--- src/mtg_pkg.sv ---
// Constants shared by the memory traffic generator blocks.
// Assumes one clock, pclk, and an APB master on the register side.
package mtg_pkg;
  localparam logic [7:0] OFS_CTRL = 8'h00;
  localparam logic [7:0] OFS_FIXED_ADDR = 8'h04;
  localparam logic [7:0] OFS_FIXED_CFG = 8'h08;
  localparam logic [7:0] OFS_SEED = 8'h0c;
  localparam logic [7:0] OFS_STATUS = 8'h10;
  localparam logic [7:0] OFS_PATTERN = 8'h20;
  localparam logic [7:0] OFS_SNAP = 8'h40;
  localparam int CTRL_RUN_BIT = 0;
  localparam int CTRL_ADDR_LSB = 1;
  localparam int CTRL_INSTR_LSB = 4;
  localparam int CTRL_BL_LSB = 8;
  localparam int CFG_INSTR_LSB = 0;
  localparam int CFG_BL_LSB = 8;
  localparam logic [31:0] SEED_RESET = 32'h0000_0001;
  localparam logic [31:0] LFSR_TAPS = 32'h8020_0003;
  localparam logic [2:0] ADDR_FIXED = 3'h1;
  localparam logic [2:0] ADDR_PRBS = 3'h2;
  localparam logic [2:0] ADDR_SEQ = 3'h3;
  localparam logic [3:0] INSTR_FIXED = 4'h1;
  localparam logic [3:0] INSTR_PRBS = 4'h2;
  localparam logic [3:0] INSTR_WR_ZERO = 4'he;
  localparam logic [3:0] INSTR_RD_ZERO = 4'hf;
  localparam logic [3:0] BL_FIXED = 4'h1;
  localparam logic [3:0] BL_PRBS = 4'h2;
  localparam logic [2:0] CMD_WRITE = 3'h0;
  localparam logic [2:0] CMD_READ = 3'h1;
  localparam int SNAP_BL_LSB = 32;
  localparam int SNAP_CMD_FULL_BIT = 40;
  localparam int SNAP_WR_FULL_BIT = 41;
  localparam int SNAP_RD_EMPTY_BIT = 42;
  localparam int SNAP_DATA_LSB = 64;
  localparam int PAT_WORDS = 8;
  typedef enum logic [2:0] {
    ST_IDLE = 3'b001,
    ST_ISSUE = 3'b010,
    ST_WAIT_RD = 3'b100
  } mtg_state_e;
endpackage : mtg_pkg

--- src/mtg_cmp_if.sv ---
// Carries one read-back word and its context to the checker.
// Assumes both ends run on pclk.
`timescale 1ns/10ps
interface mtg_cmp_if #(parameter int W = 32);
  logic valid;
  logic [W-1:0] expected;
  logic [W-1:0] actual;
  logic [31:0] start_addr;
  logic [5:0] burst_len;
  logic cmd_full;
  logic wr_full;
  logic rd_empty;
  logic [W-1:0] cmp_data;
  logic cmp_valid;
  logic cmp_error;
  logic error;
  logic [64+2*W-1:0] snapshot;
  modport gen (output valid, expected, actual, start_addr, burst_len,
    cmd_full, wr_full, rd_empty,
    input cmp_data, cmp_valid, cmp_error, error, snapshot);
  modport chk (input valid, expected, actual, start_addr, burst_len,
    cmd_full, wr_full, rd_empty,
    output cmp_data, cmp_valid, cmp_error, error, snapshot);
endinterface : mtg_cmp_if

--- src/mtg_lfsr.sv ---
// 32-stage Galois LFSR feeding random addresses, commands and bursts.
// Assumes load and step are one-cycle pulses on pclk.
`timescale 1ns/10ps
module mtg_lfsr (
  input wire logic pclk,
  input wire logic presetn,
  input wire logic load,
  input wire logic [31:0] seed,
  input wire logic step,
  output logic [31:0] value
);
  // An all-zero state would lock up, so a zero seed loads the reset seed
  always_ff @(posedge pclk or negedge presetn) begin
    if (!presetn) begin
      value <= mtg_pkg::SEED_RESET;
    end else if (load) begin
      value <= (seed == 32'h0) ? mtg_pkg::SEED_RESET : seed;
    end else if (step) begin
      value <= value[0] ? ((value >> 1) ^ mtg_pkg::LFSR_TAPS)
                        : (value >> 1);
    end
  end
endmodule : mtg_lfsr

--- src/mtg_cmp.sv ---
// Read-back checker: compare flag, sticky error and error snapshot.
// Assumes one valid word per cycle at most, on pclk.
`timescale 1ns/10ps
module mtg_cmp #(
  parameter int W = 32
) (
  input wire logic pclk,
  input wire logic presetn,
  mtg_cmp_if.chk cif
);
  logic mismatch;
  logic [64+2*W-1:0] next_snapshot;

  assign mismatch = cif.valid && (cif.expected != cif.actual);

  always_comb begin
    next_snapshot = '0;
    next_snapshot[31:0] = cif.start_addr;
    next_snapshot[mtg_pkg::SNAP_BL_LSB +: 6] = cif.burst_len;
    next_snapshot[mtg_pkg::SNAP_CMD_FULL_BIT] = cif.cmd_full;
    next_snapshot[mtg_pkg::SNAP_WR_FULL_BIT] = cif.wr_full;
    next_snapshot[mtg_pkg::SNAP_RD_EMPTY_BIT] = cif.rd_empty;
    next_snapshot[mtg_pkg::SNAP_DATA_LSB +: W] = cif.expected;
    next_snapshot[mtg_pkg::SNAP_DATA_LSB + W +: W] = cif.actual;
  end

  always_ff @(posedge pclk or negedge presetn) begin
    if (!presetn) begin
      cif.cmp_data <= '0;
      cif.cmp_valid <= 1'b0;
      cif.cmp_error <= 1'b0;
    end else begin
      cif.cmp_data <= cif.expected;
      cif.cmp_valid <= cif.valid;
      cif.cmp_error <= mismatch;
    end
  end

  // Only the first failure is kept; later ones would hide the root cause
  always_ff @(posedge pclk or negedge presetn) begin
    if (!presetn) begin
      cif.error <= 1'b0;
      cif.snapshot <= '0;
    end else if (mismatch && !cif.error) begin
      cif.error <= 1'b1;
      cif.snapshot <= next_snapshot;
    end
  end
endmodule : mtg_cmp

--- src/mtg_top.sv ---
// Memory traffic generator: APB registers, command sequencer, checker.
// Assumes the controller interface runs on pclk and an APB master.
`timescale 1ns/10ps
module mtg_top #(
  parameter int data_port_width = 32
) (
  input wire logic pclk,
  input wire logic presetn,
  input wire logic psel,
  input wire logic penable,
  input wire logic pwrite,
  input wire logic [7:0] paddr,
  input wire logic [31:0] pwdata,
  output logic [31:0] prdata,
  output logic pready,
  output logic pslverr,
  output logic mem_cmd_en,
  output logic [31:0] mem_cmd_addr,
  output logic [2:0] mem_cmd_instr,
  input wire logic mem_cmd_full,
  output logic mem_wr_en,
  output logic [data_port_width-1:0] mem_wr_data,
  input wire logic mem_wr_full,
  input wire logic [data_port_width-1:0] mem_rd_data,
  input wire logic mem_rd_empty,
  output logic mem_rd_en,
  output logic [data_port_width-1:0] cmp_data,
  output logic cmp_data_valid,
  output logic cmp_error,
  output logic error,
  output logic [64+2*data_port_width-1:0] error_status
);
  localparam int W = data_port_width;
  localparam int REPS = W / 32;
  localparam int SNAP_WORDS = (64 + 2 * W) / 32;
  localparam int ADDR_SHIFT = $clog2(W / 8);
  localparam logic [31:0] ADDR_STEP = 32'(W / 8);
  localparam logic [31:0] ALIGN_MASK = ~(ADDR_STEP - 32'h1);

  if (W % 32 != 0 || W < 32 || W > 128) begin : g_bad_width
    $error("data_port_width must be 32, 64, 96 or 128");
  end

  // Register state
  logic ctrl_run;
  logic [2:0] addr_mode;
  logic [3:0] instr_mode;
  logic [3:0] bl_mode;
  logic [31:0] fixed_addr;
  logic [2:0] fixed_instr;
  logic [5:0] fixed_bl;
  logic [31:0] seed;
  logic seed_load;
  logic [31:0] pattern [mtg_pkg::PAT_WORDS];

  // Sequencer state
  mtg_pkg::mtg_state_e state;
  logic [5:0] remaining;
  logic [5:0] burst_len;
  logic [31:0] start_addr;
  logic [31:0] seq_addr;
  logic [31:0] lfsr;
  logic [31:0] next_addr;
  logic [2:0] next_instr;
  logic [5:0] next_bl;
  logic zero_mode;
  logic cmd_take;
  logic cmd_load;
  logic burst_start;
  logic rd_done;
  logic last;
  logic wr_hit;
  logic rd_setup;
  logic [7:0] snap_idx;
  logic [31:0] next_prdata;

  mtg_cmp_if #(.W(W)) cif ();

  function automatic logic is_mapped(input logic [7:0] a);
    logic [7:0] rel;
    rel = a - mtg_pkg::OFS_SNAP;
    if (a[1:0] != 2'h0) begin
      return 1'b0;
    end else if (a == mtg_pkg::OFS_CTRL || a == mtg_pkg::OFS_FIXED_ADDR ||
        a == mtg_pkg::OFS_FIXED_CFG || a == mtg_pkg::OFS_SEED ||
        a == mtg_pkg::OFS_STATUS) begin
      return 1'b1;
    end else if (a >= mtg_pkg::OFS_PATTERN && a < mtg_pkg::OFS_SNAP) begin
      return 1'b1;
    end else begin
      return a >= mtg_pkg::OFS_SNAP && 32'(rel[7:2]) < SNAP_WORDS;
    end
  endfunction : is_mapped

  // Word index into the eight-entry pattern table
  function automatic logic [2:0] pat_index(input logic [31:0] a);
    return a[ADDR_SHIFT +: 3];
  endfunction : pat_index

  // APB slave: zero wait states, read data fetched in the setup cycle
  assign pready = psel && penable;
  assign wr_hit = psel && penable && pwrite && is_mapped(paddr);
  assign rd_setup = psel && !penable;
  assign snap_idx = (paddr - mtg_pkg::OFS_SNAP) >> 2;

  always_comb begin
    next_prdata = 32'h0;
    if (paddr == mtg_pkg::OFS_CTRL) begin
      next_prdata[mtg_pkg::CTRL_RUN_BIT] = ctrl_run;
      next_prdata[mtg_pkg::CTRL_ADDR_LSB +: 3] = addr_mode;
      next_prdata[mtg_pkg::CTRL_INSTR_LSB +: 4] = instr_mode;
      next_prdata[mtg_pkg::CTRL_BL_LSB +: 4] = bl_mode;
    end else if (paddr == mtg_pkg::OFS_FIXED_ADDR) begin
      next_prdata = fixed_addr;
    end else if (paddr == mtg_pkg::OFS_FIXED_CFG) begin
      next_prdata[mtg_pkg::CFG_INSTR_LSB +: 3] = fixed_instr;
      next_prdata[mtg_pkg::CFG_BL_LSB +: 6] = fixed_bl;
    end else if (paddr == mtg_pkg::OFS_SEED) begin
      next_prdata = seed;
    end else if (paddr == mtg_pkg::OFS_STATUS) begin
      next_prdata[0] = error;
      next_prdata[1] = state != mtg_pkg::ST_IDLE;
    end else if (paddr >= mtg_pkg::OFS_PATTERN &&
        paddr < mtg_pkg::OFS_SNAP) begin
      next_prdata = pattern[paddr[4:2]];
    end else if (is_mapped(paddr)) begin
      next_prdata = error_status[snap_idx * 32 +: 32];
    end
  end

  always_ff @(posedge pclk or negedge presetn) begin
    if (!presetn) begin
      prdata <= 32'h0;
      pslverr <= 1'b0;
    end else if (rd_setup) begin
      prdata <= pwrite ? 32'h0 : next_prdata;
      pslverr <= !is_mapped(paddr);
    end
  end

  // Software-written registers; a seed write reloads the LFSR
  always_ff @(posedge pclk or negedge presetn) begin
    if (!presetn) begin
      ctrl_run <= 1'b0;
      addr_mode <= mtg_pkg::ADDR_PRBS;
      instr_mode <= mtg_pkg::INSTR_PRBS;
      bl_mode <= mtg_pkg::BL_PRBS;
      fixed_addr <= 32'h0;
      fixed_instr <= mtg_pkg::CMD_WRITE;
      fixed_bl <= 6'h1;
      seed <= mtg_pkg::SEED_RESET;
      seed_load <= 1'b0;
      for (int i = 0; i < mtg_pkg::PAT_WORDS; i++) begin
        pattern[i] <= 32'h0;
      end
    end else begin
      seed_load <= wr_hit && paddr == mtg_pkg::OFS_SEED;
      if (wr_hit && paddr == mtg_pkg::OFS_CTRL) begin
        ctrl_run <= pwdata[mtg_pkg::CTRL_RUN_BIT];
        addr_mode <= pwdata[mtg_pkg::CTRL_ADDR_LSB +: 3];
        instr_mode <= pwdata[mtg_pkg::CTRL_INSTR_LSB +: 4];
        bl_mode <= pwdata[mtg_pkg::CTRL_BL_LSB +: 4];
      end else if (wr_hit && paddr == mtg_pkg::OFS_FIXED_ADDR) begin
        fixed_addr <= pwdata;
      end else if (wr_hit && paddr == mtg_pkg::OFS_FIXED_CFG) begin
        fixed_instr <= pwdata[mtg_pkg::CFG_INSTR_LSB +: 3];
        fixed_bl <= pwdata[mtg_pkg::CFG_BL_LSB +: 6];
      end else if (wr_hit && paddr == mtg_pkg::OFS_SEED) begin
        seed <= pwdata;
      end else if (wr_hit && paddr >= mtg_pkg::OFS_PATTERN &&
          paddr < mtg_pkg::OFS_SNAP) begin
        pattern[paddr[4:2]] <= pwdata;
      end
    end
  end

  mtg_lfsr u_lfsr (
    .pclk(pclk),
    .presetn(presetn),
    .load(seed_load),
    .seed(seed),
    .step(cmd_load),
    .value(lfsr)
  );

  // Next command choice; any unassigned mode code falls back to random
  assign zero_mode = instr_mode == mtg_pkg::INSTR_WR_ZERO ||
                     instr_mode == mtg_pkg::INSTR_RD_ZERO;

  always_comb begin
    next_instr = lfsr[31] ? mtg_pkg::CMD_READ : mtg_pkg::CMD_WRITE;
    if (instr_mode == mtg_pkg::INSTR_FIXED) begin
      next_instr = fixed_instr;
    end else if (instr_mode == mtg_pkg::INSTR_WR_ZERO) begin
      next_instr = mtg_pkg::CMD_WRITE;
    end else if (instr_mode == mtg_pkg::INSTR_RD_ZERO) begin
      next_instr = mtg_pkg::CMD_READ;
    end
    next_addr = lfsr & ALIGN_MASK;
    if (zero_mode) begin
      next_addr = 32'h0;
    end else if (addr_mode == mtg_pkg::ADDR_FIXED) begin
      next_addr = fixed_addr;
    end else if (addr_mode == mtg_pkg::ADDR_SEQ) begin
      next_addr = seq_addr;
    end
    next_bl = lfsr[13:8];
    if (bl_mode == mtg_pkg::BL_FIXED) begin
      next_bl = fixed_bl;
    end
    // A zero burst would wrap the count and run 64 commands, so it issues one command
    if (next_bl == 6'h0) begin
      next_bl = 6'h1;
    end
  end

  // Command leaves only when every needed queue has room
  assign cmd_take = mem_cmd_en && !mem_cmd_full &&
                    !(mem_wr_en && mem_wr_full);
  assign rd_done = state == mtg_pkg::ST_WAIT_RD && !mem_rd_empty;
  assign last = remaining == 6'h1;
  assign burst_start = state == mtg_pkg::ST_IDLE && ctrl_run;
  assign cmd_load = burst_start ||
    (state == mtg_pkg::ST_ISSUE && cmd_take &&
     mem_cmd_instr != mtg_pkg::CMD_READ && !last) ||
    (rd_done && !last);
  assign mem_rd_en = state == mtg_pkg::ST_WAIT_RD;

  always_ff @(posedge pclk or negedge presetn) begin
    if (!presetn) begin
      state <= mtg_pkg::ST_IDLE;
    end else begin
      case (state)
        mtg_pkg::ST_IDLE: begin
          if (ctrl_run) begin
            state <= mtg_pkg::ST_ISSUE;
          end
        end
        mtg_pkg::ST_ISSUE: begin
          if (cmd_take && mem_cmd_instr == mtg_pkg::CMD_READ) begin
            state <= mtg_pkg::ST_WAIT_RD;
          end else if (cmd_take && last) begin
            state <= mtg_pkg::ST_IDLE;
          end
        end
        mtg_pkg::ST_WAIT_RD: begin
          if (rd_done) begin
            state <= last ? mtg_pkg::ST_IDLE : mtg_pkg::ST_ISSUE;
          end
        end
        default: begin
          state <= mtg_pkg::ST_IDLE;
        end
      endcase
    end
  end

  // Burst bookkeeping: the count includes the command in flight
  always_ff @(posedge pclk or negedge presetn) begin
    if (!presetn) begin
      remaining <= 6'h0;
      burst_len <= 6'h0;
      start_addr <= 32'h0;
    end else if (burst_start) begin
      remaining <= next_bl;
      burst_len <= next_bl;
      start_addr <= next_addr;
    end else if (cmd_load) begin
      remaining <= remaining - 6'h1;
    end
  end

  // Held unchanged while the controller refuses them
  always_ff @(posedge pclk or negedge presetn) begin
    if (!presetn) begin
      mem_cmd_en <= 1'b0;
      mem_cmd_addr <= 32'h0;
      mem_cmd_instr <= mtg_pkg::CMD_WRITE;
      mem_wr_en <= 1'b0;
      mem_wr_data <= '0;
    end else if (cmd_load) begin
      mem_cmd_en <= 1'b1;
      mem_cmd_addr <= next_addr;
      mem_cmd_instr <= next_instr;
      mem_wr_en <= next_instr == mtg_pkg::CMD_WRITE;
      mem_wr_data <= {REPS{pattern[pat_index(next_addr)]}};
    end else if (cmd_take) begin
      mem_cmd_en <= 1'b0;
      mem_wr_en <= 1'b0;
    end
  end

  always_ff @(posedge pclk or negedge presetn) begin
    if (!presetn) begin
      seq_addr <= 32'h0;
    end else if (state == mtg_pkg::ST_IDLE && !ctrl_run) begin
      seq_addr <= fixed_addr & ALIGN_MASK;
    end else if (cmd_load && !zero_mode &&
        addr_mode == mtg_pkg::ADDR_SEQ) begin
      seq_addr <= seq_addr + ADDR_STEP;
    end
  end

  // Only one read is outstanding, so its address names the expected word
  assign cif.valid = rd_done;
  assign cif.expected = {REPS{pattern[pat_index(mem_cmd_addr)]}};
  assign cif.actual = mem_rd_data;
  assign cif.start_addr = start_addr;
  assign cif.burst_len = burst_len;
  assign cif.cmd_full = mem_cmd_full;
  assign cif.wr_full = mem_wr_full;
  assign cif.rd_empty = mem_rd_empty;

  mtg_cmp #(.W(W)) u_cmp (
    .pclk(pclk),
    .presetn(presetn),
    .cif(cif.chk)
  );

  assign cmp_data = cif.cmp_data;
  assign cmp_data_valid = cif.cmp_valid;
  assign cmp_error = cif.cmp_error;
  assign error = cif.error;
  assign error_status = cif.snapshot;
endmodule : mtg_top

--- config.mk ---
export PLATFORM = sky130hd
export DESIGN_NAME = mtg_top
export DESIGN_NICKNAME = d
export VERILOG_FILES = /design/src/mtg_pkg.sv /design/src/mtg_cmp_if.sv /design/src/mtg_lfsr.sv /design/src/mtg_cmp.sv /design/src/mtg_top.sv
export SDC_FILE = /design/constraint.sdc
export NUM_CORES = 1
export LEC_CHECK = 0
export BUFFER_PORTS_ARGS = -buffer_cell sky130_fd_sc_hd__buf_4
export CORE_MARGIN = 2
export CORE_UTILIZATION = 40
export CTS_CLUSTER_DIAMETER = 60
export CTS_CLUSTER_SIZE = 30
export DETAILED_ROUTE_END_ITERATION = 16
export SLEW_MARGIN = 25
export SYNTH_ARGS = -nofsm -noshare
export SYNTH_HDL_FRONTEND = slang
export SYNTH_SLANG_ARGS = --single-unit
export TNS_END_PERCENT = 20
--- constraint.sdc ---
create_clock -name pclk -period 3.15 [get_ports pclk]
set_clock_uncertainty 0.15 [all_clocks]
set_input_delay 0.63 -clock pclk [delete_from_list [all_inputs] [get_ports pclk]]
set_output_delay 0.63 -clock pclk [all_outputs]
set_load 0.02 [all_outputs]
==> qor.yml <==
synth_most_common_cell: "dfrtp_1"
synth-seq-cells: 693
fmax_mhz: 272
ys_warn_count: 0
via_per_inst: 5.92
whs_endpoint: "u_cmp.cif.snapshot[41]"
cts_tree: "built"
io_pins: 347
worst_setup_path_end_kind: "register"
path_buf_inv: 5
synthTopCellsByArea: "dfrtp_1, mux2_2, mux4_2"
crit_path_frequent_cell: "buf_12"
yosysSeqAreaShare_pct: 48.5
synth_cells: 3163
synth_xor_xnor_area_share_pct: 1.18
slew_violations: 0
critical_path.max_stage_delay_ns: 0.55
port_buffers: 323
synth_top_area_cell: "dfrtp_1"
wl_met1_um: 56700
worst_slack_ns: -0.522
drtIter0Drc: 3193
gp_congestion: 1.02
dpl-instance-area_mm2: 0.0423
post-place-ws_ns: -0.912
synth_flop_cell: "dfrtp_1"
power.total_mw: 18.3
setup_tns_ns: -48.46
globalRouteTotalUtil_pct: 29.4
whs_ns: 0.0579
hpwl_um: 101000
dr.max_layer_used: "met5"
synthTopCellsByCount: "dfrtp_1, nand2_1, mux2_2, o21ai_0, clkbuf_1"
area_growth_syn_to_layout_pct: 24.8
startpoint_type: "register"
nFillCells: 7956
power.leakage_nw: 21.1
hold_path_class: "in -> reg"
reg2reg_from: "mem_cmd_addr[2]"
post-route-period-util_pct: 117
wl_per_cell_um: 27.7
finalCriticalPeriod_ns: 3.67
muxShareOfSynthArea_pct: 26.4
cts_made_buffers: 55
grt_pass1_vias: 28063
fin_util_pct: 50.5
path_delay_family: "multiplexers"
synthArstFlopShare_pct: 100
hold_violations: 0
worst_slew_pin_slew_ns: 0.833
run_status: "finished, violations left"
cts-root-buf: "clkbuf_16"
maxCapViolCount: 0
via_count: 29010
path_clk_slew_ns: 0.10
peakVddDrop_mv: 0.426
rows: 109
cts.sinks: 693
grt_pass1_wl_um: 197000
cts_buffer_depth: 3
met2_length_um: 59300
worstPathArrival_ns: 4.07
routed_wl_um: 136000
clk_latency_ns: 0.68
max_slew_margin_pct: 44.2
start_util_pct: 40.4
netlist_area_mm2: 0.0358
synth_simple_gate_area_share_pct: 10.1
coreArea_mm2: 0.0885
drt_pass1_iterations: 7
stdcell_count: 4903
dp_cells: 4786
synth.distinct_cells: 64
ant_nets: 0
avgSynthCellArea_um2: 11.3
path_class: "reg -> reg"
r2r_cells: 12
whs_path_depth: 2
reg2reg_setup_slack_ns: -0.52
violations: "setup timing"
fp.dieW_um: 303
design_area_mm2: 0.0447
synth_compound_area_share_pct: 9.85
synth_top_area_share_pct: 48.0
crit_chain: "buf_12 > mux4_2 > mux2_4 > xor2_1 > nor4_2 > buf_4 > nand4_1 > buf_6 > o211ai_4 > buf_12 > buf_12 > mux2_2"
antenna_found_initial: 9
setup_viol: 107
holdCritStartpoint: "mem_wr_full"
htree_levels: 2
die_h_um: 303
slowest_stage: "dfrtp_4"
drc: 0
grt_start_max_net_pins: 88
synth_top_family_by_area: "multiplexers"
grt-ovfl-total: 0
dr_wl_met3_um: 14000
dieArea_mm2: 0.0918
synth_edf_count: 0
worstPathRequired_ns: 3.55
rsz0062_at_grt: "yes"
worstReg2RegEnd: "u_cmp.cif.snapshot[13]"
synth_fa_ha_area_share_pct: 0.105
cp_max_fo: 19
layout.nets: 3773
layout-drive-gt1-share_pct: 40.3
power_density_mw_per_mm2: 409
==> state kept, by name, indices dropped and copies added (netlist names), 4 cells and up <==
name / cells
bl_mode: 4
burst_len: 6
cif.start_addr: 32
fixed_addr: 32
fixed_bl: 6
instr_mode: 4
mem_cmd_addr: 32
mem_wr_data: 32
pattern: 256
prdata: 32
remaining: 6
seed: 32
seq_addr: 30
u_cmp.cif.cmp_data: 32
u_cmp.cif.snapshot: 105
u_lfsr.value: 32
==> report_power, final <==
group | switching [mW] | total (mW) | internal, mW
Clock | 4.28 | 7.93 | 3.65
Combinational | 0.841 | 1.30 | 0.464
Sequential | 0.0667 | 9.04 | 8.98
==> what timing repair did <==
item / in CTS / in global routing
setup endpoints to repair: 107 / 216
pin swaps: 3 / 0
buffers inserted: 10 / 0
hold buffers: 1 / 0
cloned: 1 / 0
endpoints found under the hold margin: 28 / 0
gates resized for setup: 24 / 8
==> worst max-delay path by stage <==
stage               startpoint                      to  slack, ns  depth (start not counted)
2_1_floorplan         paddr[7]            pattern[160]      -0.06                          9
3_3_place_gp   mem_cmd_addr[2]  u_cmp.cif.snapshot[77]      -0.85                         11
3_5_place_dp   mem_cmd_addr[2]  u_cmp.cif.snapshot[77]      -0.91                         11
4_1_cts        mem_cmd_addr[2]  u_cmp.cif.snapshot[13]      -0.45                         14
5_1_grt        mem_cmd_addr[2]  u_cmp.cif.snapshot[19]      -0.62                         14
6_report       mem_cmd_addr[2]  u_cmp.cif.snapshot[13]      -0.52                         12
==> cell families after synthesis <==
kind of cell | count (synthesis)
and+or+nand+nor | 827
adders and majority gates | 3
xor gates and xnor gates | 48
buffers and inverters | 305
other | 1
DFF | 693
muxes | 731
AOI/OAI and AO/OA | 555
==> layout by cell type, fill, tap and decap left out, types with 8 or more instances in the layout <==
cell	count
dfrtp_1	684
buf_4	666
nand2_1	517
mux2_2	456
o21ai_0	212
mux2i_1	113
mux4_2	107
nand3_1	85
nor2_1	64
buf_12	60
a21oi_1	58
clkbuf_16	55
mux2_4	54
and3_1	45
a31oi_1	43
o22ai_1	41
a22oi_1	39
xor2_1	38
o211ai_1	32
a311oi_1	32
conb_1	23
a22o_1	19
inv_1	17
nor4_1	16
nand2b_1	12
and2_1	12
o311ai_0	12
inv_12	11
nor3_1	9
xnor2_1	9
inv_6	9
inv_16	9
clkinv_8	9
nor2b_1	8
a221oi_1	8
==> layer usage <==
layer,up-vias,track usage [%]
li1,12529,-
met1,14774,40.8
met2,1458,44.2
met3,239,7.86
met4,10,10.9
met5,-,0
==> layout make-up <==
type,instances,area (um^2),share of cell area [%]
multi-input cells,2187,17400,38.9
flip-flops and latches,693,17400,38.9
repair buffers,736,6340,14.2
well taps,1165,1460,3.26
clock buffers,57,1390,3.12
clock inverters,45,663,1.48
inverters,17,63.8,0.143
diodes,3,7.51,0.0168
(Power assumes the default switching activity.)
